$ cat config.mk
export PLATFORM = sky130hd
export DESIGN_NAME = vic_top
export DESIGN_NICKNAME = d
export VERILOG_FILES = /design/src/rtl/vic_flag.v /design/src/rtl/vic_top.v
export VERILOG_INCLUDE_DIRS = /design/src /design/src/rtl
export SDC_FILE = /design/constraint.sdc
export NUM_CORES = 1
export LEC_CHECK = 0
export ABC_CLOCK_PERIOD_IN_PS = 3900
export BUFFER_PORTS_ARGS = -buffer_cell sky130_fd_sc_hd__buf_2
export CAP_MARGIN = 20
export CORE_ASPECT_RATIO = 1.4
export CORE_UTILIZATION = 51
export CTS_BUF_LIST = sky130_fd_sc_hd__clkbuf_4 sky130_fd_sc_hd__clkbuf_8 sky130_fd_sc_hd__clkbuf_16
export CTS_CLUSTER_SIZE = 8
export DETAILED_ROUTE_END_ITERATION = 10
export PLACE_DENSITY = 0.85
export SYNTH_ARGS = -nofsm -noshare
export SYNTH_HDL_FRONTEND = slang
export SYNTH_SLANG_ARGS = --single-unit
$ cat constraint.sdc
create_clock -name clk -period 3.9 [get_ports clk]
set_input_delay 0.39 -clock clk [delete_from_list [all_inputs] [get_ports clk]]
set_output_delay 0.39 -clock clk [all_outputs]
set_load 0.005 [all_outputs]
$ cat src/rtl/vic_regs.vh
// Constants for the vectored interrupt controller: vectors, field positions,
// reset values and the source numbering used by the top and its flag cells.
// Assumes a core that presents T2 phase pulses and stack status as plain ports.
// Contract
// - Global enable low blocks all servicing
// - Vector only with global, own enable, flag
// - Accept pushes next address, loads vector
// - Return instruction pops saved address
// - Entry clears global enable automatically
// - Blocked requests still set and hold flags
// - Full stack holds off acknowledge
// - Requests sampled at next T2 phase pulse
// - Fixed priority external down to multifunction
// - External falling edge sets flag, vector 04h
// - Servicing clears source flag with global
// - Timer overflows set flags, vectors 08h 0ch
// - Peripheral events set flag, vector 10h
// - RTC timeout sets flag, vector 14h
// - Multifunction events set flag, vector 18h
// - Flag holds until serviced or cleared
// - Any enabled source wakes from power down
// - Only program counter saved by hardware
// - FSK data enable masks mark, raw, carrier
// - Reset leaves all interrupts disabled
`ifndef VIC_REGS_VH
`define VIC_REGS_VH

`define VIC_PC_W 14
`define VIC_NSRC 6
// Source index, also priority order (0 highest)
`define VIC_SRC_EXT 0
`define VIC_SRC_TA 1
`define VIC_SRC_TB 2
`define VIC_SRC_PER 3
`define VIC_SRC_RTC 4
`define VIC_SRC_MF 5
`define VIC_VEC_EXT 14'h0004
`define VIC_VEC_TA 14'h0008
`define VIC_VEC_TB 14'h000c
`define VIC_VEC_PER 14'h0010
`define VIC_VEC_RTC 14'h0014
`define VIC_VEC_MF 14'h0018
// Peripheral sub-source bits
`define VIC_PER_W 5
`define VIC_PER_TONE 0
`define VIC_PER_RING 1
`define VIC_PER_CARR 2
`define VIC_PER_PKT 3
`define VIC_PER_RAW 4
// Multi-function sub-source bits
`define VIC_MF_W 6
`define VIC_MF_C0 0
`define VIC_MF_C5 1
`define VIC_MF_C7 2
`define VIC_MF_SER 3
`define VIC_MF_XPF 4
`define VIC_MF_TMC 5
`define VIC_EN_RST 6'h00
`define VIC_PER_EN_RST 5'h00
`define VIC_MF_EN_RST 6'h00

`endif

$ cat src/rtl/vic_flag.v
// One sticky request flag with hardware set, service clear and software
// clear. Assumes all inputs are synchronous single-cycle pulses or levels.
`timescale 1ns/1ps
`include "vic_regs.vh"
module vic_flag
(
    input wire clk,
    input wire resetn,
    input wire set_evt,
    input wire svc_clr,
    input wire sw_clr,
    input wire sw_set,
    output reg flag_q
);
    // Set wins over either clear so that an event is never lost
    always @(posedge clk or negedge resetn)
    begin
        if (!resetn)
            flag_q <= 1'b0;
        else if (set_evt || sw_set)
            flag_q <= 1'b1;
        else if (svc_clr || sw_clr)
            flag_q <= 1'b0;
    end
endmodule

$ cat src/rtl/vic_top.v
// Vectored interrupt controller top: edge capture, sub-source gating, sticky
// flags, T2-phase sampled fixed-priority arbitration and the call/return
// handshake to the core's program counter sequencer.
// Assumes all inputs are synchronous to clk and the core executes vec_call_q.
`timescale 1ns/1ps
`include "vic_regs.vh"
module vic_top
#(
    parameter PC_W = `VIC_PC_W
)
(
    input wire clk,
    input wire resetn,
    // Core timing and stack status
    input wire second_clock_phase,
    input wire stack_full,
    input wire [PC_W-1:0] next_pc,
    input wire return_from_irq_instr,
    input wire [PC_W-1:0] stack_top_pc,
    // Software control of enables
    input wire global_enable_set,
    input wire global_enable_clr,
    input wire [`VIC_NSRC-1:0] src_enable_wdata,
    input wire src_enable_we,
    input wire [`VIC_PER_W-1:0] per_enable_wdata,
    input wire per_enable_we,
    input wire [`VIC_MF_W-1:0] mf_enable_wdata,
    input wire mf_enable_we,
    input wire fsk_data_irq_enable,
    // Software flag access (clear or set per bit)
    input wire [`VIC_NSRC-1:0] flag_sw_clr,
    input wire [`VIC_NSRC-1:0] flag_sw_set,
    input wire [`VIC_PER_W-1:0] per_sub_sw_clr,
    input wire [`VIC_MF_W-1:0] mf_sub_sw_clr,
    // Event sources
    input wire ext_irq_pin,
    input wire timer_a_ovf,
    input wire timer_b_ovf,
    input wire tone_valid,
    input wire ring_detect,
    input wire fsk_carrier,
    input wire fsk_packet_ready,
    input wire fsk_raw_data,
    input wire rtc_timeout,
    input wire port_c_bit_zero,
    input wire port_c_bit_five,
    input wire port_c_bit_seven,
    input wire serial_irq,
    input wire ext_periph_pin,
    input wire timer_c_ovf,
    // Status
    output reg global_irq_enable,
    output reg [`VIC_NSRC-1:0] src_enable_q,
    output reg [`VIC_NSRC-1:0] src_flag_q,
    output reg [`VIC_PER_W-1:0] per_sub_flag_q,
    output reg [`VIC_MF_W-1:0] mf_sub_flag_q,
    output reg [`VIC_PER_W-1:0] per_enable_q,
    output reg [`VIC_MF_W-1:0] mf_enable_q,
    // Core sequencing
    output reg vec_call_q,
    output reg [PC_W-1:0] vec_addr_q,
    output reg stack_push_q,
    output reg [PC_W-1:0] push_pc_q,
    output reg stack_pop_q,
    output reg [PC_W-1:0] pc_load_q,
    output reg pc_load_en_q,
    output reg wake_q
);
    localparam ST_IDLE = 2'b01;
    localparam ST_CALL = 2'b10;

    reg [1:0] state_q;
    reg [1:0] state_d;
    reg t2_prev_q;
    reg ext_prev_q;
    reg raw_prev_q;
    reg c0_prev_q;
    reg c5_prev_q;
    reg c7_prev_q;
    reg xpf_prev_q;
    reg [`VIC_NSRC-1:0] sampled_q;
    wire [`VIC_NSRC-1:0] flags;
    wire [`VIC_NSRC-1:0] set_evt;
    wire [`VIC_NSRC-1:0] svc_clr;
    wire t2_rise;
    wire [`VIC_PER_W-1:0] per_evt;
    wire [`VIC_MF_W-1:0] mf_evt;
    wire [`VIC_PER_W-1:0] per_gate;
    wire [`VIC_PER_W-1:0] per_sub_d;
    wire [`VIC_MF_W-1:0] mf_sub_d;
    reg [`VIC_NSRC-1:0] grant;
    reg [PC_W-1:0] grant_vec;
    reg [`VIC_NSRC-1:0] grant_q;
    wire [`VIC_NSRC-1:0] pend;
    wire accept;
    integer i;

    assign t2_rise = second_clock_phase & ~t2_prev_q;

    // Edge detection on the pins and raw data
    // Pins reset to their idle levels so release gives no false edge
    always @(posedge clk or negedge resetn)
    begin
        if (!resetn)
        begin
            t2_prev_q <= 1'b0;
            ext_prev_q <= 1'b1;
            raw_prev_q <= 1'b1;
            c0_prev_q <= 1'b1;
            c5_prev_q <= 1'b1;
            c7_prev_q <= 1'b0;
            xpf_prev_q <= 1'b1;
        end
        else
        begin
            t2_prev_q <= second_clock_phase;
            ext_prev_q <= ext_irq_pin;
            raw_prev_q <= fsk_raw_data;
            c0_prev_q <= port_c_bit_zero;
            c5_prev_q <= port_c_bit_five;
            c7_prev_q <= port_c_bit_seven;
            xpf_prev_q <= ext_periph_pin;
        end
    end

    assign per_evt[`VIC_PER_TONE] = tone_valid;
    assign per_evt[`VIC_PER_RING] = ring_detect;
    assign per_evt[`VIC_PER_CARR] = fsk_carrier;
    assign per_evt[`VIC_PER_PKT] = fsk_packet_ready;
    assign per_evt[`VIC_PER_RAW] = raw_prev_q & ~fsk_raw_data;
    assign mf_evt[`VIC_MF_C0] = c0_prev_q & ~port_c_bit_zero;
    assign mf_evt[`VIC_MF_C5] = c5_prev_q & ~port_c_bit_five;
    assign mf_evt[`VIC_MF_C7] = ~c7_prev_q & port_c_bit_seven;
    assign mf_evt[`VIC_MF_SER] = serial_irq;
    assign mf_evt[`VIC_MF_XPF] = xpf_prev_q & ~ext_periph_pin;
    assign mf_evt[`VIC_MF_TMC] = timer_c_ovf;

    // FSK data mode suppresses the carrier and raw sub-sources; the mark
    // indication rides on the carrier bit here
    assign per_gate = per_enable_q & ~({`VIC_PER_W{fsk_data_irq_enable}}
        & ((5'h01 << `VIC_PER_CARR) | (5'h01 << `VIC_PER_RAW)));

    assign per_sub_d = (per_sub_flag_q & ~per_sub_sw_clr) | per_evt;
    assign mf_sub_d = (mf_sub_flag_q & ~mf_sub_sw_clr) | mf_evt;

    always @(posedge clk or negedge resetn)
    begin
        if (!resetn)
        begin
            per_sub_flag_q <= {`VIC_PER_W{1'b0}};
            mf_sub_flag_q <= {`VIC_MF_W{1'b0}};
        end
        else
        begin
            per_sub_flag_q <= per_sub_d;
            mf_sub_flag_q <= mf_sub_d;
        end
    end

    assign set_evt[`VIC_SRC_EXT] = ext_prev_q & ~ext_irq_pin;
    assign set_evt[`VIC_SRC_TA] = timer_a_ovf;
    assign set_evt[`VIC_SRC_TB] = timer_b_ovf;
    assign set_evt[`VIC_SRC_PER] = |(per_evt & per_gate);
    assign set_evt[`VIC_SRC_RTC] = rtc_timeout;
    assign set_evt[`VIC_SRC_MF] = |(mf_evt & mf_enable_q);

    // Only the source latched at acceptance is cleared, in the call cycle
    assign svc_clr = (state_q == ST_CALL) ? grant_q
        : {`VIC_NSRC{1'b0}};

    // One sticky flag per source; inside the cell a set beats a clear
    genvar g;
    generate
        for (g = 0; g < `VIC_NSRC; g = g + 1)
        begin : flag_gen
            vic_flag u_flag
            (
                .clk(clk),
                .resetn(resetn),
                .set_evt(set_evt[g]),
                .svc_clr(svc_clr[g]),
                .sw_clr(flag_sw_clr[g]),
                .sw_set(flag_sw_set[g]),
                .flag_q(flags[g])
            );
        end
    endgenerate

    // Requests between two T2 rising edges are taken at the second one
    // The losers of a call are dropped here and sampled at the next rise
    always @(posedge clk or negedge resetn)
    begin
        if (!resetn)
            sampled_q <= {`VIC_NSRC{1'b0}};
        else if (t2_rise)
            sampled_q <= flags & src_enable_q;
        else if (state_q == ST_CALL)
            sampled_q <= {`VIC_NSRC{1'b0}};
    end

    // A snapshot only counts while its flag and enable still stand, so a
    // disable or software clear after the T2 sample cannot cause a call
    assign pend = sampled_q & flags & src_enable_q;

    // Lowest index wins
    always @*
    begin
        grant = {`VIC_NSRC{1'b0}};
        grant_vec = {PC_W{1'b0}};
        for (i = `VIC_NSRC - 1; i >= 0; i = i - 1)
        begin
            if (pend[i])
            begin
                grant = {`VIC_NSRC{1'b0}};
                grant[i] = 1'b1;
            end
        end
        case (grant)
            6'h01: grant_vec = `VIC_VEC_EXT;
            6'h02: grant_vec = `VIC_VEC_TA;
            6'h04: grant_vec = `VIC_VEC_TB;
            6'h08: grant_vec = `VIC_VEC_PER;
            6'h10: grant_vec = `VIC_VEC_RTC;
            6'h20: grant_vec = `VIC_VEC_MF;
            default: grant_vec = {PC_W{1'b0}};
        endcase
    end

    // Acceptance waits out a T2 rise so that a fresh sample is never
    // overtaken by the one it replaces
    assign accept = global_irq_enable && (|pend) && !stack_full
        && !t2_rise;

    always @*
    begin
        state_d = state_q;
        case (state_q)
            ST_IDLE:
                // Acceptance needs global enable, a sampled enabled flag and
                // room on the stack
                if (accept)
                    state_d = ST_CALL;
            ST_CALL:
                state_d = ST_IDLE;
            default:
                state_d = ST_IDLE;
        endcase
    end

    // Control bits written by software; reset leaves every source
    // disabled until software enables it
    always @(posedge clk or negedge resetn)
    begin
        if (!resetn)
        begin
            src_enable_q <= `VIC_EN_RST;
            per_enable_q <= `VIC_PER_EN_RST;
            mf_enable_q <= `VIC_MF_EN_RST;
        end
        else
        begin
            if (src_enable_we)
                src_enable_q <= src_enable_wdata;
            if (per_enable_we)
                per_enable_q <= per_enable_wdata;
            if (mf_enable_we)
                mf_enable_q <= mf_enable_wdata;
        end
    end

    // Entry clears the global enable ahead of a software set in the same
    // cycle, so a late set cannot let a second source nest
    always @(posedge clk or negedge resetn)
    begin
        if (!resetn)
            global_irq_enable <= 1'b0;
        else if (state_d == ST_CALL)
            global_irq_enable <= 1'b0;
        else if (global_enable_set)
            global_irq_enable <= 1'b1;
        else if (global_enable_clr)
            global_irq_enable <= 1'b0;
    end

    // The winner is held for the call cycle so that only its flag is
    // cleared even if enables change meanwhile
    always @(posedge clk or negedge resetn)
    begin
        if (!resetn)
            grant_q <= {`VIC_NSRC{1'b0}};
        else if (state_d == ST_CALL)
            grant_q <= grant;
    end

    // Call and return share the load path; a call in the same cycle wins
    always @(posedge clk or negedge resetn)
    begin
        if (!resetn)
        begin
            state_q <= ST_IDLE;
            vec_call_q <= 1'b0;
            vec_addr_q <= {PC_W{1'b0}};
            stack_push_q <= 1'b0;
            push_pc_q <= {PC_W{1'b0}};
            stack_pop_q <= 1'b0;
            pc_load_q <= {PC_W{1'b0}};
            pc_load_en_q <= 1'b0;
        end
        else
        begin
            state_q <= state_d;
            vec_call_q <= (state_d == ST_CALL);
            stack_push_q <= (state_d == ST_CALL);
            stack_pop_q <= return_from_irq_instr;
            pc_load_en_q <= (state_d == ST_CALL) || return_from_irq_instr;
            if (state_d == ST_CALL)
            begin
                // Only the program counter is saved; accumulator and status
                // are left to the service routine
                vec_addr_q <= grant_vec;
                push_pc_q <= next_pc;
                pc_load_q <= grant_vec;
            end
            else if (return_from_irq_instr)
                pc_load_q <= stack_top_pc;
        end
    end

    // Status view; wake ignores the global enable so any flagged source
    // with its own enable set rouses the core
    always @(posedge clk or negedge resetn)
    begin
        if (!resetn)
        begin
            src_flag_q <= {`VIC_NSRC{1'b0}};
            wake_q <= 1'b0;
        end
        else
        begin
            src_flag_q <= flags;
            wake_q <= |(flags & src_enable_q);
        end
    end
endmodule

==> out/metrics.cfg <==
[outcome]
status = completed

[final_layout]
fillCellCount = 566
register_area_um2 = 2430
mostFrequentLayoutCell = buf_2
n_antenna_cell = 0
final_net_count = 551
areaGrowthSynthToFinish_pct = 28.5
multi_input_area_um2 = 1290
mostFrequentLayoutCells = buf_2, dfrtp_1, inv_1, mux2_2, mux2i_1
layout-drive-gt1-share = 0.494

[timing]
hold_violations = 0
slew_violations = 0
fin_crit_sh = 0.579
fmax_ghz = 0.443
max_slew.worst_pin.slew_ns = 0.877
max_slew_margin = 0.415
rsz0062_at_grt = false
clock_skew_ns = 0.00993
setup_tns_ns = 0
setup_viol = 0
post-route-min-period_ns = 2.26
fin_ws_ns = 1.64
whs_ns = 0.0983

[clock_network]
clock-sinks = 97
cts_tree = yes
htreeDepth = 3
clk_pin_slew_worst_paths_ns = 0.09
cts.repair_timing.setup_buffer_count = 0
cts_root_buf = clkbuf_8
cts_resized = 0
numCtsBuffers = 9
cts_hold_buf = 0
clockBufferDepth = 2
clk_latency_ns = 0.36

[setup_path]
r2r-end = grant_q[4]
r2r-start = state_q[0]
critPathMaxFanout = 36
r2r_setup_slack_ns = 1.64
worstPathRequired_ns = 4.15
worstPathCellList = nand4bb_4 -> nor2_8 -> o21a_2 -> inv_1 -> a32o_1
rr_worst_depth = 5
crit_arrival_ns = 2.51
crit_path_start_kind = flip-flop
critPathKind = flip-flop to flip-flop
cpMaxStageDelayCell = o21a_2
critPathMaxStageDelay_ns = 0.74
endpoint_kind = flip-flop

[yosys]
ys_warn_count = 0
synth_top_family_by_area = multiplexers
synth-xor-area-share = 0
synth_edf_count = 0
synthSimpleGateAreaFrac = 0.0815
synth_mux_area_frac = 0.148
ys_seq_elements = 97
yosys.area_share.adder = 0
ys_seq_area_frac = 0.615
synth_cell_types = 41
async_flop_share = 1.00
synthCells = 293
synth_area_um2 = 3960
yosys_most_used_dff = dfrtp_1
syn_avg_cell_area_um2 = 13.5
synth_compound_area_frac = 0.0857

[floorplan]
die_w_um = 76.5
die_y_um = 106
io_pins = 176
die_area_um2 = 8120
rows = 37
initial_utilization = 0.531
core-area_um2 = 7450

[detailed_routing]
wl_per_cell_um = 15.1
ant_nets = 0
drtPass1Iterations = 4
drtIter0Drc = 87
finalWirelength_mm = 8.44
drcViolationCount = 0
vias = 2889
viasPerCell = 5.17

[worst_hold_path]
min_path_type = input pin to asynchronous set/reset pin

[grt]
grt_max_degree = 68
grt.overflow.total = 0
grt_use_total = 0.220
grt_pass1_wl_mm = 13.8
grt_antenna_before_repair = 0
grt_pass1_vias = 3012

[run]
drv_cap = 0

[power_and_ir_drop]
peakVddDrop_v = 0.000362
power_density_nw_per_um2 = 561
power.static_leakage_uw = 0.00259

[place]
place.gp.congestion = 0.843
hpwl_mm = 6.42
numPortBuffers = 164
dp_slack_ns = 1.59

-- where the power goes --
part	internal, µW	switching (µW)
Clock	622	341
Sequential	1200	121
Combinational	325	240
-- stage by stage --
| step | util | power, µW | instance area (µm²) | instances |
|---|---|---|---|---|
| floorplan | - | 1640 | 4000 | 303 |
| global placement | 0.640 | 1880 | 4770 | 543 |
| detailed placement | 0.640 | 1910 | 4770 | 543 |
| CTS | 0.682 | 2880 | 5090 | 559 |
| global route | 0.682 | 2990 | 5090 | 559 |
| finish | 0.682 | 2850 | 5090 | 559 |
-- kinds of logic (layout without fill, tap and decap cells) --
family | Yosys count | in the layout
buffers and inverters | 48 | 207
multiplexers | 50 | 50
other | 1 | 11
flip-flops | 97 | 97
AND/OR/NAND/NOR | 53 | 53
AO/OA/AOI/OAI | 44 | 44
-- cell usage after synthesis, types with 2 or more instances --
library cell  instances  area [µm²]
mux2_2               23         259
nand3_1               8        40.0
a21o_1                6        45.0
dfrtp_1              91        2280
nand3b_1              6        45.0
buf_6                 4        45.0
clkbuf_1              3        11.3
a311o_1               4        40.0
dfstp_2               6         158
nor3_1                2        10.0
buf_2                 2        10.0
o21a_1                2        15.0
nand2_1               8        30.0
o21ai_0               4        20.0
nor2_1               15        56.3
nand3_2               3        30.0
a22oi_1               5        37.5
o22ai_1               4        25.0
mux2i_1              16         160
and3_1                4        25.0
mux2_4               11         165
a32o_1                7        70.1
buf_4                12        90.1
a21oi_1               5        25.0
inv_1                26        97.6
-- worst max path at each step --
stage                  to  depth (start not counted)        from  slack (ns)
3_3_place_gp   grant_q[4]                          6  stack_full        1.66
3_5_place_dp   grant_q[4]                          6  stack_full        1.59
2_1_floorplan  grant_q[0]                          6  state_q[0]        2.26
6_report       grant_q[4]                          5  state_q[0]        1.64
5_1_grt        grant_q[4]                          5  state_q[0]        1.51
4_1_cts        grant_q[4]                          5  state_q[0]        1.63
-- state kept, by name (all words and copies together) (netlist names), 2 cells and up --
signal / flops
pc_load_q: 14
push_pc_q: 14
flag_gen.u_flag.flag_q: 6
grant_q: 6
mf_enable_q: 6
mf_sub_flag_q: 6
sampled_q: 6
src_enable_q: 6
src_flag_q: 6
per_enable_q: 5
per_sub_flag_q: 5
vec_addr_q: 3
state_q: 2
-- worst max-delay path: cells and delay by family (launching register included) --
family | cells | cell delay, ns
AOI/OAI and AO/OA | 2 | 1.01
DFF | 1 | 0.57
and+or+nand+nor | 2 | 0.31
buffers and inverters | 1 | 0.26
-- routing by layer --
layer	vias to the layer above	wire length, µm	global-route usage
met2	111	4670	0.407
li1	1328	-	-
met5	-	0	0
met3	24	319	0.0232
met4	0	252	0.128
met1	1426	3190	0.243
-- layout make-up --
cell class | instances | share of cell area
Sequential cell | 97 | 0.479
Inverter | 26 | 0.0192
Tap cell | 97 | 0.0239
Timing Repair Buffer | 165 | 0.163
Clock buffer | 9 | 0.0244
Multi-Input combinational cell | 158 | 0.253
Clock inverter | 7 | 0.0371
No activity file was read; power rests on OpenSTA's default activity.
